$ cat src/dapg_map.svh
`ifndef DAPG_MAP_SVH
`define DAPG_MAP_SVH

// Register byte addresses
`define DAPG_ADDR_LOW_PULLUP   16'hffac
`define DAPG_ADDR_HIGH_PULLUP  16'hffad
`define DAPG_ADDR_LOW_DIR      16'hffb0
`define DAPG_ADDR_HIGH_DIR     16'hffb1
`define DAPG_ADDR_LOW_LATCH    16'hffb2
`define DAPG_ADDR_HIGH_LATCH   16'hffb3

// Reset and fixed values
`define DAPG_RST_BYTE          8'h00
`define DAPG_ALL_ONES          8'hff
`define DAPG_UNMAPPED_READ     8'h00

// Operating mode select codes
`define DAPG_MODE_SEL_1        2'h1
`define DAPG_MODE_SEL_2        2'h2
`define DAPG_MODE_SEL_3        2'h3

`endif

$ cat src/dapg_pkg.sv
package dapg_pkg;

    typedef enum logic [2:0] {
        DAPG_MODE_1 = 3'b001,
        DAPG_MODE_2 = 3'b010,
        DAPG_MODE_3 = 3'b100
    } dapg_mode_e;

    typedef logic [7:0] dapg_byte_t;

endpackage

$ cat src/dapg_port_top.sv
`timescale 1ns/1ps
`include "dapg_map.svh"

// Summary of operation
// (RULE_01) Mode 1: direction bits act as all ones, writes ignored, reads give ones.
// (RULE_02) Mode 1: low port drives address 7..0, high port address 15..8.
// (RULE_03) Mode 1 hardware standby: address pins released to high impedance.
// (RULE_04) Mode 2: direction one drives address or PWM; zero makes an input.
// (RULE_05) Mode 2: software sets direction bits before pins can drive.
// (RULE_06) Mode 3 low port: direction one drives latch or PWM per enable.
// (RULE_07) Mode 3 high port: direction one drives latch or PWM per enable.
// (RULE_08) Modes 2 and 3: direction registers write-only, reading all ones.
// (RULE_09) Direction registers clear on reset and hardware standby, hold in software standby.
// (RULE_10) Latch read gives latch where direction one, sampled pin where zero.
// (RULE_11) Latch registers clear on reset and hardware standby, hold in software standby.
// (RULE_12) Modes 2 and 3: pull-up on only when enable one and direction zero.
// (RULE_13) Pull-ups off in mode 1, during reset and hardware standby.
// (RULE_14) Pull-up registers read/write, clear on reset and hardware standby.
// (RULE_15) Every pin has its own pull-up enable bit.
// (RULE_16) Mode, standbys, PWM enables and PWM channels come from the chip.

module dapg_port_top
    import dapg_pkg::*;
(
    // Clock, reset, clock enable
    input  wire logic        clk_i,
    input  wire logic        reset_n_i,
    input  wire logic        clk_en_i,
    // Chip level control
    input  wire logic [1:0]  mode_sel_i,
    input  wire logic        hw_standby_i,
    input  wire logic        sw_standby_i,
    input  wire logic        low_port_pwm_output_enable_i,
    input  wire logic        high_port_pwm_output_enable_i,
    input  wire logic [15:0] pwm_channel_i,
    input  wire logic [15:0] ext_addr_i,
    // Register port
    input  wire logic [15:0] reg_addr_i,
    input  wire logic [7:0]  reg_wdata_i,
    input  wire logic        reg_we_i,
    input  wire logic        reg_re_i,
    output logic [7:0]       reg_rdata_o,
    // Low port pins
    input  wire logic [7:0]  low_pin_i,
    output logic [7:0]       low_pin_o,
    output logic [7:0]       low_pin_oe_o,
    output logic [7:0]       low_pullup_o,
    // High port pins
    input  wire logic [7:0]  high_pin_i,
    output logic [7:0]       high_pin_o,
    output logic [7:0]       high_pin_oe_o,
    output logic [7:0]       high_pullup_o
);

    dapg_mode_e mode;
    logic       mode_1;

    logic       wr_low_pullup;
    logic       wr_high_pullup;
    logic       wr_low_dir;
    logic       wr_high_dir;
    logic       wr_low_latch;
    logic       wr_high_latch;

    dapg_byte_t low_port_pullup_enable_q;
    dapg_byte_t high_port_pullup_enable_q;
    dapg_byte_t low_port_direction_q;
    dapg_byte_t high_port_direction_q;
    dapg_byte_t low_port_output_latch_q;
    dapg_byte_t high_port_output_latch_q;

    dapg_byte_t low_dir_eff;
    dapg_byte_t high_dir_eff;
    dapg_byte_t low_pin_q;
    dapg_byte_t high_pin_q;
    dapg_byte_t low_latch_view;
    dapg_byte_t high_latch_view;
    dapg_byte_t rdata_d;
    logic       sw_standby_q;

    // Mode decode, unused code 0 falls back to mode 1
    always_comb begin
        unique case (mode_sel_i)                                   // RULE_16
            `DAPG_MODE_SEL_2: mode = DAPG_MODE_2;
            `DAPG_MODE_SEL_3: mode = DAPG_MODE_3;
            `DAPG_MODE_SEL_1: mode = DAPG_MODE_1;
            default:          mode = DAPG_MODE_1;
        endcase
    end

    assign mode_1 = (mode == DAPG_MODE_1);

    // Write decode, low port; direction writes dropped in mode 1, stored value kept
    always_comb begin
        wr_low_pullup = 1'b0;
        wr_low_dir    = 1'b0;
        wr_low_latch  = 1'b0;
        if (reg_we_i) begin
            case (reg_addr_i)
                `DAPG_ADDR_LOW_PULLUP: wr_low_pullup = 1'b1;
                `DAPG_ADDR_LOW_DIR:    wr_low_dir    = !mode_1;    // RULE_01
                `DAPG_ADDR_LOW_LATCH:  wr_low_latch  = 1'b1;
                default: begin
                end
            endcase
        end
    end

    // Write decode, high port
    always_comb begin
        wr_high_pullup = 1'b0;
        wr_high_dir    = 1'b0;
        wr_high_latch  = 1'b0;
        if (reg_we_i) begin
            case (reg_addr_i)
                `DAPG_ADDR_HIGH_PULLUP: wr_high_pullup = 1'b1;
                `DAPG_ADDR_HIGH_DIR:    wr_high_dir    = !mode_1;  // RULE_01
                `DAPG_ADDR_HIGH_LATCH:  wr_high_latch  = 1'b1;
                default: begin
                end
            endcase
        end
    end

    // Direction as seen by the pin logic
    // Mode 1 overrides the stored value, which is kept
    assign low_dir_eff  = mode_1 ? `DAPG_ALL_ONES : low_port_direction_q;  // RULE_01
    assign high_dir_eff = mode_1 ? `DAPG_ALL_ONES : high_port_direction_q; // RULE_01

    // Pull-up enable registers
    // Standby clear wins over a write in the same cycle
    always_ff @(posedge clk_i or negedge reset_n_i) begin
        if (!reset_n_i) begin
            low_port_pullup_enable_q <= `DAPG_RST_BYTE;            // RULE_14
        end else if (clk_en_i) begin
            if (hw_standby_i) begin
                low_port_pullup_enable_q <= `DAPG_RST_BYTE;        // RULE_14
            end else if (wr_low_pullup) begin
                low_port_pullup_enable_q <= reg_wdata_i;           // RULE_14 RULE_15
            end
        end
    end

    always_ff @(posedge clk_i or negedge reset_n_i) begin
        if (!reset_n_i) begin
            high_port_pullup_enable_q <= `DAPG_RST_BYTE;           // RULE_14
        end else if (clk_en_i) begin
            if (hw_standby_i) begin
                high_port_pullup_enable_q <= `DAPG_RST_BYTE;       // RULE_14
            end else if (wr_high_pullup) begin
                high_port_pullup_enable_q <= reg_wdata_i;          // RULE_14 RULE_15
            end
        end
    end

    // Direction registers, held through software standby
    always_ff @(posedge clk_i or negedge reset_n_i) begin
        if (!reset_n_i) begin
            low_port_direction_q <= `DAPG_RST_BYTE;                // RULE_09
        end else if (clk_en_i) begin
            if (hw_standby_i) begin
                low_port_direction_q <= `DAPG_RST_BYTE;            // RULE_09
            end else if (wr_low_dir) begin
                low_port_direction_q <= reg_wdata_i;
            end
        end
    end

    always_ff @(posedge clk_i or negedge reset_n_i) begin
        if (!reset_n_i) begin
            high_port_direction_q <= `DAPG_RST_BYTE;               // RULE_09
        end else if (clk_en_i) begin
            if (hw_standby_i) begin
                high_port_direction_q <= `DAPG_RST_BYTE;           // RULE_09
            end else if (wr_high_dir) begin
                high_port_direction_q <= reg_wdata_i;
            end
        end
    end

    // Output latches
    always_ff @(posedge clk_i or negedge reset_n_i) begin
        if (!reset_n_i) begin
            low_port_output_latch_q <= `DAPG_RST_BYTE;             // RULE_11
        end else if (clk_en_i) begin
            if (hw_standby_i) begin
                low_port_output_latch_q <= `DAPG_RST_BYTE;         // RULE_11
            end else if (wr_low_latch) begin
                low_port_output_latch_q <= reg_wdata_i;
            end
        end
    end

    always_ff @(posedge clk_i or negedge reset_n_i) begin
        if (!reset_n_i) begin
            high_port_output_latch_q <= `DAPG_RST_BYTE;            // RULE_11
        end else if (clk_en_i) begin
            if (hw_standby_i) begin
                high_port_output_latch_q <= `DAPG_RST_BYTE;        // RULE_11
            end else if (wr_high_latch) begin
                high_port_output_latch_q <= reg_wdata_i;
            end
        end
    end

    // Pin levels for data register reads, one cycle old
    always_ff @(posedge clk_i or negedge reset_n_i) begin
        if (!reset_n_i) begin
            low_pin_q <= `DAPG_RST_BYTE;
        end else if (clk_en_i) begin
            low_pin_q <= low_pin_i;
        end
    end

    always_ff @(posedge clk_i or negedge reset_n_i) begin
        if (!reset_n_i) begin
            high_pin_q <= `DAPG_RST_BYTE;
        end else if (clk_en_i) begin
            high_pin_q <= high_pin_i;
        end
    end

    // Software standby seen for status only, registers keep state
    always_ff @(posedge clk_i or negedge reset_n_i) begin
        if (!reset_n_i) begin
            sw_standby_q <= 1'b0;
        end else if (clk_en_i) begin
            sw_standby_q <= sw_standby_i;
        end
    end

    // Data register read view: latch where the pin drives, pin level where it listens
    always_comb begin
        low_latch_view = (low_dir_eff & low_port_output_latch_q) | (~low_dir_eff & low_pin_q);      // RULE_10
    end

    always_comb begin
        high_latch_view = (high_dir_eff & high_port_output_latch_q) | (~high_dir_eff & high_pin_q); // RULE_10
    end

    // Read mux
    always_comb begin
        rdata_d = `DAPG_UNMAPPED_READ;
        case (reg_addr_i)
            `DAPG_ADDR_LOW_PULLUP:  rdata_d = low_port_pullup_enable_q;  // RULE_14
            `DAPG_ADDR_HIGH_PULLUP: rdata_d = high_port_pullup_enable_q; // RULE_14
            `DAPG_ADDR_LOW_DIR:     rdata_d = `DAPG_ALL_ONES;            // RULE_01 RULE_08
            `DAPG_ADDR_HIGH_DIR:    rdata_d = `DAPG_ALL_ONES;            // RULE_01 RULE_08
            `DAPG_ADDR_LOW_LATCH:   rdata_d = low_latch_view;            // RULE_10
            `DAPG_ADDR_HIGH_LATCH:  rdata_d = high_latch_view;           // RULE_10
            default: begin
                rdata_d = `DAPG_UNMAPPED_READ;
            end
        endcase
    end

    // Read data valid only in the cycle after the strobe
    // Idle cycles with clk_en_i high return zero; while clk_en_i is low the last data is held
    always_ff @(posedge clk_i or negedge reset_n_i) begin
        if (!reset_n_i) begin
            reg_rdata_o <= `DAPG_RST_BYTE;
        end else if (clk_en_i) begin
            if (reg_re_i) begin
                reg_rdata_o <= rdata_d;
            end else begin
                reg_rdata_o <= `DAPG_RST_BYTE;
            end
        end
    end

    // Low port pin driver
    dapg_pin_drv u_low_drv (
        .clk_i               (clk_i),
        .reset_n_i           (reset_n_i),
        .clk_en_i            (clk_en_i),
        .mode_i              (mode),
        .hw_standby_i        (hw_standby_i),
        .pwm_output_enable_i (low_port_pwm_output_enable_i),
        .dir_i               (low_dir_eff),
        .latch_i             (low_port_output_latch_q),
        .pullup_en_i         (low_port_pullup_enable_q),
        .addr_i              (ext_addr_i[7:0]),
        .pwm_i               (pwm_channel_i[7:0]),
        .pin_o               (low_pin_o),
        .pin_oe_o            (low_pin_oe_o),
        .pullup_o            (low_pullup_o)
    );

    // High port pin driver
    dapg_pin_drv u_high_drv (
        .clk_i               (clk_i),
        .reset_n_i           (reset_n_i),
        .clk_en_i            (clk_en_i),
        .mode_i              (mode),
        .hw_standby_i        (hw_standby_i),
        .pwm_output_enable_i (high_port_pwm_output_enable_i),
        .dir_i               (high_dir_eff),
        .latch_i             (high_port_output_latch_q),
        .pullup_en_i         (high_port_pullup_enable_q),
        .addr_i              (ext_addr_i[15:8]),
        .pwm_i               (pwm_channel_i[15:8]),
        .pin_o               (high_pin_o),
        .pin_oe_o            (high_pin_oe_o),
        .pullup_o            (high_pullup_o)
    );

endmodule

$ cat src/dapg_pin_drv.sv
`timescale 1ns/1ps
`include "dapg_map.svh"

module dapg_pin_drv
    import dapg_pkg::*;
(
    // Clock and reset
    input  wire logic       clk_i,
    input  wire logic       reset_n_i,
    input  wire logic       clk_en_i,
    // Control
    input  wire dapg_mode_e mode_i,
    input  wire logic       hw_standby_i,
    input  wire logic       pwm_output_enable_i,
    input  wire dapg_byte_t dir_i,
    input  wire dapg_byte_t latch_i,
    input  wire dapg_byte_t pullup_en_i,
    input  wire dapg_byte_t addr_i,
    input  wire dapg_byte_t pwm_i,
    // Pins
    output logic [7:0]      pin_o,
    output logic [7:0]      pin_oe_o,
    output logic [7:0]      pullup_o
);

    dapg_byte_t pin_d;
    dapg_byte_t oe_d;
    dapg_byte_t pull_d;

    always_comb begin
        pin_d  = `DAPG_RST_BYTE;
        oe_d   = `DAPG_RST_BYTE;
        pull_d = `DAPG_RST_BYTE;
        unique case (mode_i)
            DAPG_MODE_1: begin
                pin_d = addr_i;                                    // RULE_02
                oe_d  = hw_standby_i ? `DAPG_RST_BYTE : `DAPG_ALL_ONES; // RULE_03
            end
            DAPG_MODE_2: begin
                pin_d  = pwm_output_enable_i ? pwm_i : addr_i;     // RULE_04
                oe_d   = dir_i;                                    // RULE_04
                pull_d = pullup_en_i & ~dir_i;                     // RULE_12 RULE_15
            end
            DAPG_MODE_3: begin
                pin_d  = pwm_output_enable_i ? pwm_i : latch_i;    // RULE_06 RULE_07
                oe_d   = dir_i;                                    // RULE_06
                pull_d = pullup_en_i & ~dir_i;                     // RULE_12 RULE_15
            end
            default: begin
                pin_d = addr_i;
                oe_d  = `DAPG_RST_BYTE;
            end
        endcase
        if (hw_standby_i) begin
            oe_d   = `DAPG_RST_BYTE;
            pull_d = `DAPG_RST_BYTE;                               // RULE_13
        end
    end

    always_ff @(posedge clk_i or negedge reset_n_i) begin
        if (!reset_n_i) begin
            pin_o    <= `DAPG_RST_BYTE;
            pin_oe_o <= `DAPG_RST_BYTE;
            pullup_o <= `DAPG_RST_BYTE;                            // RULE_13
        end else if (clk_en_i) begin
            pin_o    <= pin_d;
            pin_oe_o <= oe_d;
            pullup_o <= pull_d;
        end
    end

endmodule

$ cat config.mk
export PLATFORM = sky130hd
export DESIGN_NAME = dapg_port_top
export DESIGN_NICKNAME = d
export VERILOG_FILES = /design/src/dapg_pkg.sv /design/src/dapg_port_top.sv /design/src/dapg_pin_drv.sv
export VERILOG_INCLUDE_DIRS = /design/src /design/src/src
export SDC_FILE = /design/constraint.sdc
export NUM_CORES = 1
export LEC_CHECK = 0
export ABC_CLOCK_PERIOD_IN_PS = 2300
export BUFFER_PORTS_ARGS = -buffer_cell sky130_fd_sc_hd__buf_2
export CORE_MARGIN = 5
export CORE_UTILIZATION = 59
export CTS_BUF_LIST = sky130_fd_sc_hd__clkbuf_8
export CTS_CLUSTER_SIZE = 14
export DETAILED_ROUTE_END_ITERATION = 7
export PLACE_DENSITY = 0.84
export SETUP_SLACK_MARGIN = 0.15
export SYNTH_ARGS = -nofsm -noshare
export SYNTH_HDL_FRONTEND = slang
export SYNTH_SLANG_ARGS = --single-unit
$ cat constraint.sdc
create_clock -name clk_i -period 2.3 [get_ports clk_i]
set_input_delay 0.345 -clock clk_i [delete_from_list [all_inputs] [get_ports clk_i]]
set_output_delay 0.345 -clock clk_i [all_outputs]
set_load 0.005 [all_outputs]
* Word level (Yosys, flattened, before mapping)
Index checks and enable logic that the tools add are counted.
Cells by class: equal/unequal tests 11, muxes and demuxes 43, bitwise operators 10, reduce and logical (&&, ||, !) cells 15
Operators by type and width (count):
- 2-to-1 mux 8 bit | 25
- equality test 16 bit (second input constant) | 6
- case mux 8 bit (2 select lines) | 4
- bitwise AND 8 bit | 6
- case mux 8 bit (5 select lines) | 1
- inverter 8 bit | 2
- OR 8 bit | 2
- 2-to-1 mux 1 bit | 12
- AND reduction 2 bit | 6
- nonzero test 2 bit | 6
- case mux 3 bit (2 select lines) | 1
- equality test 2 bit (second input constant) | 2
- OR reduction 2 bit | 2
- equality test 3 x 1 -> 1 bit (second input constant) | 1
- equality test 3 x 2 -> 1 bit (second input constant) | 1
- equality test 3 bit (second input constant) | 1
- zero test 1 bit | 1
Word-level totals: bits in registers 120, bits of input ports 83, word-level logic and storage cells 94

* Logic depth before layout (Yosys ltp)
word-level depth 9, mapped depth 7, mapped depth without buffers 5

* Cells and area by module
A second synthesis with hierarchy kept.
Second synthesis, totals: cell total of the unflattened synthesis 618, area total of the unflattened synthesis 6846.6 um^2
Modules (own cells, without submodules):
- dapg_port_top | times used 1, cells each 396, area each 4194.0 um^2, sequential area each 1801.7 um^2
- dapg_pin_drv | times used 2, cells each 111, area each 1326.3 um^2, sequential area each 600.6 um^2

* Worst setup path before layout
Ideal clock, no wire load.
kind input -> register, start input port reg_addr_i[3], end register low_port_output_latch_q[6], arrival 2180 ps, setup slack 37 ps, stages on the path 7, cells stage by stage or3b_1 or4_1 buf_2 or4_1 buf_2 o22a_1 o22ai_1
On the way: word-level cells in the longest chain between the ends 5
Ends and longest elaborated chain:
- start, declared | line dapg_port_top.sv:38 | input wire logic [15:0] reg_addr_i,
- equality test 16 bit | line dapg_port_top.sv:99 | case (reg_addr_i)
- 2-to-1 mux 1 bit | line dapg_port_top.sv:99
- 2-to-1 mux 1 bit | line dapg_port_top.sv:98 | if (reg_we_i) begin
- nonzero test 2 bit (no source line)
- AND reduction 2 bit (no source line)
- end signal, assigned | line dapg_port_top.sv:184 | low_port_output_latch_q <= `DAPG_RST_BYTE;
- end signal, assigned | line dapg_port_top.sv:187 | low_port_output_latch_q <= `DAPG_RST_BYTE;
- end signal, assigned | line dapg_port_top.sv:189 | low_port_output_latch_q <= reg_wdata_i;
- end, declared | line dapg_port_top.sv:69 | dapg_byte_t low_port_output_latch_q;
No other way between the ends. A chain may end at the register's enable or synchronous reset.

* Final worst setup path
Same ends and word-level chain as after synthesis.

==> qor.csv <==
stage;metric;value;unit
clocking;CTS buffer count;17;
grt;GRT Total Usage;28.4;%
logic_synthesis;YS warnings;0;
sta;fin. max-slew vios;0;
grt;global-route wire length before repair;24900;um
clocking;CTS Sinks;120;
logic_synthesis;top-area cell type share of the netlist area;54.9;%
power_and_ir_drop;internal power;0.00366;W
power_and_ir_drop;Power Total;0.00485;W
power_and_ir_drop;Sw Ratio;24.5;%
placed_design;GP Congestion;0.903;
worst_hold_path;Worst Hold End;low_pin_q[2]$_DFFE_PN0P_;
grt;antenna violations before repair;0;
clocking;Max Root-Sink Buffers;2;
worst_hold_path;hold crit path type;input pin to flip-flop;
sta;worst slew pin tran;0.655;ns
job;Max-Cap Viols;0;
setup_path;CP startpoint kind;input pin;
placed_design;Inst Count DP;718;
worst_hold_path;min-delay src;low_pin_i[2];
power_and_ir_drop;pwr/cell area;716;mW/mm^2
drt;Final ANT Viol Nets;0;
clocking;Clock Latency Late Sink;0.44;ns
sta;fin crit share;82.8;%
setup_path;CP Class;input pin to flip-flop;
setup_path;WP data required;2.64;ns
clocking;TritonCTS clock tree;built;
sta;post-layout min period;1.91;ns
setup_path;R2R cell count;5;
logic_synthesis;Netlist cell types;33;
drt;final wirelength;15800;um
layout;FILL cells;629;
logic_synthesis;ys async rst share;100;%
layout;Layout area overhead;24.0;%
clocking;# resized after CTS;0;
logic_synthesis;Synth area leader;dfrtp_1;
drt;Wirelength per Cell;21.1;um
run_status;outcome;completed;
floorplan;Die H;106;um
drt;DR pass1 iterations;6;
layout;Final nets;710;
grt;most used routing layer;met2;
floorplan;Initial Utilization;59.7;%
placed_design;IO buf count;137;
grt;met1 Use GR;38.7;%
clocking;CTS root buf;clkbuf_8;
logic_synthesis;post-synth net total;567;
power_and_ir_drop;Worst VDD drop;0.456;mV
power_and_ir_drop;sequential power share;46.4;%
setup_path;register-to-register setup slack;0.64;ns
setup_path;RR Endpoint;reg_rdata_o[6]$_DFFE_PN0P_;
power_and_ir_drop;Psw;0.00119;W
drt;drt initial violations;460;
grt;grt met3 use;6.56;%
sta;Hold Vio Cnt, Final;0;
logic_synthesis;Synth top cells by count;120 x dfrtp_1, 48 x o2bb2ai_1, 35 x o21ai_0, 32 x a22o_1, 30 x clkbuf_1;
clocking;Clock transition at path regs;0.07;ns
drt;detailed-route vias per instance;6.34;
logic_synthesis;post-synthesis sequential area ratio;54.9;%
layout;n_diodes;0;
power_and_ir_drop;Static Leak;3.24;nW
setup_path;worst-path maximum fanout;8;
logic_synthesis;post-synthesis cell count;484;
floorplan;top-level I/O count;139;
setup_path;CP Data Arrival Time;2.25;ns
drt;drt drc;0;
grt;vias in the first global route;4829;
logic_synthesis;number of synthesized flops with an enable pin;0;
sta;RSZ-0062 raised after global routing;no;
floorplan;die width;106;um
logic_synthesis;Post-Syn Area per Cell;11.3;sq um
logic_synthesis;synth top area cells;dfrtp_1 55%, o2bb2ai_1 7.7%, a22o_1 5.1%;
floorplan;Die ar.;0.0113;sq mm
drt;vias;4758;
grt;largest net degree at the start of global routing;59;
sta;final setup vio count;0;
sta;Worst Clk Skew;0.00833;ns
worst_hold_path;hold path cells;2;
layout;proportion of layout cells with a drive suffix above 1;32.0;%
grt;grt ovf;0;
sta;fmax;0.525;GHz
floorplan;CORE AREA;0.00915;sq mm
setup_path;RR Startpoint;high_port_direction_q[6]$_DFFE_PN0P_;
logic_synthesis;most frequent cell after synthesis;dfrtp_1;
layout;fin cells;751;
logic_synthesis;Synth Cell Area;0.00547;sq mm
grt;met2 GRT Util;44.8;%
sta;relative slew slack;56.0;%
placed_design;Final HPWL DP;11300;um
setup_path;Critical Path End Type;flip-flop;
power_and_ir_drop;Comb pwr share;10.6;%
floorplan;FP Rows;35;
logic_synthesis;register bit total from synthesis;120;
logic_synthesis;Synth Flop Type;dfrtp_1;
clocking;H-tree levels;4;
power_and_ir_drop;clock power share;43.0;%
[metrics by stage]
step	cell area (sq um)	util, %	TNS [ns]	setup WS (ns)	hold WS (ns)
6_report	6780	74.1	0	0.395	0.138
5_1_grt	6780	74.1	0	0.316	0.124
4_1_cts	6780	74.1	0	0.415	0.129
3_5_place_dp	6340	69.2	-0.0405	-0.0304	0.326
3_3_place_gp	6340	69.2	0	0.0339	0.322
2_1_floorplan	5490	-	0	0.0724	0.0494
[final cells by class]
| type | instances | area, sq um | area share [%] |
|---|---|---|---|
| sequential | 120 | 3000 | 44.3 |
| multi-input combinational | 311 | 2270 | 33.5 |
| tap | 111 | 139 | 2.05 |
| clock buffer | 20 | 275 | 4.06 |
| timing repair buffer | 158 | 861 | 12.7 |
| clock inverter | 12 | 158 | 2.33 |
| inverter | 19 | 71.3 | 1.05 |
[state kept, by name, indices dropped and copies added, names as in the netlist]
register / count
high_port_pullup_enable_q: 8
u_low_drv.pin_o: 8
u_low_drv.pin_oe_o: 8
u_high_drv.pin_oe_o: 8
u_low_drv.pullup_o: 8
high_port_direction_q: 8
reg_rdata_o: 8
u_high_drv.pin_o: 8
high_port_output_latch_q: 8
high_pin_q: 8
low_port_direction_q: 8
u_high_drv.pullup_o: 8
low_pin_q: 8
low_port_output_latch_q: 8
low_port_pullup_enable_q: 8
[kinds of logic after synthesis]
family	Yosys count	synth area share [%]
AO/OA/AOI/OAI	158	21.5
buffers and inverters	53	3.69
flip-flops	120	54.9
multiplexers	44	8.42
AND/OR/NAND/NOR	109	11.4
[placed cells by master, fill, tap and decap left out, drive strengths merged, types with 8 or more instances in the layout]
cell	synthesis	layout
nor3	9	9
o2bb2ai	48	48
nor2b	20	20
a22o	32	32
inv	19	23
nand3	8	8
nand4b	14	14
mux2	16	16
mux2i	28	28
buf	4	157
dfrtp	120	120
nand2b	9	9
nand2	27	27
o21ai	45	45
clkbuf	30	20
a22oi	25	25
[metal layers]
metal  vias to the layer above  wire length (um)
li1                       2112                 -
met1                      2327              6530
met2                       289              7540
met3                        30              1440
met4                         0               339
met5                         -                 0
[power groups by stage]
stage | combinational, W | clock, W | sequential [W]
6_report | 0.000513 | 0.00209 | 0.00225
5_1_grt | 0.000557 | 0.00219 | 0.00226
4_1_cts | 0.000510 | 0.00208 | 0.00225
3_5_place_dp | 0.000503 | 0 | 0.00229
3_3_place_gp | 0.000487 | 0 | 0.00229
2_1_floorplan | 0.000248 | 0 | 0.00228
[worst max path at each step]
stage             startpoint                                     end  slack [ns]  cells after the start
3_5_place_dp   reg_addr_i[3]  low_port_output_latch_q[6]$_DFFE_PN0P_       -0.03                      6
6_report       reg_addr_i[3]  low_port_output_latch_q[6]$_DFFE_PN0P_        0.39                      6
4_1_cts        reg_addr_i[3]  low_port_output_latch_q[6]$_DFFE_PN0P_        0.42                      6
2_1_floorplan  reg_addr_i[3]  low_port_output_latch_q[6]$_DFFE_PN0P_        0.07                      7
5_1_grt        reg_addr_i[3]    high_port_direction_q[5]$_DFFE_PN0P_        0.32                      6
3_3_place_gp   reg_addr_i[3]    high_port_direction_q[4]$_DFFE_PN0P_        0.03                      6
[worst max-delay path: stages]
cell and delay, ns:
buf_2 0.11, or3b_4 0.39, or4_4 0.50, or4_4 0.56, o22a_1 0.20, o22ai_1 0.14
[repair_timing]
action / CTS / global route
hold buffers: 1 / 0
hold endpoints to repair: 33 / 0
buffers inserted: 0 / 0
No activity file was read; power rests on OpenSTA's default activity.
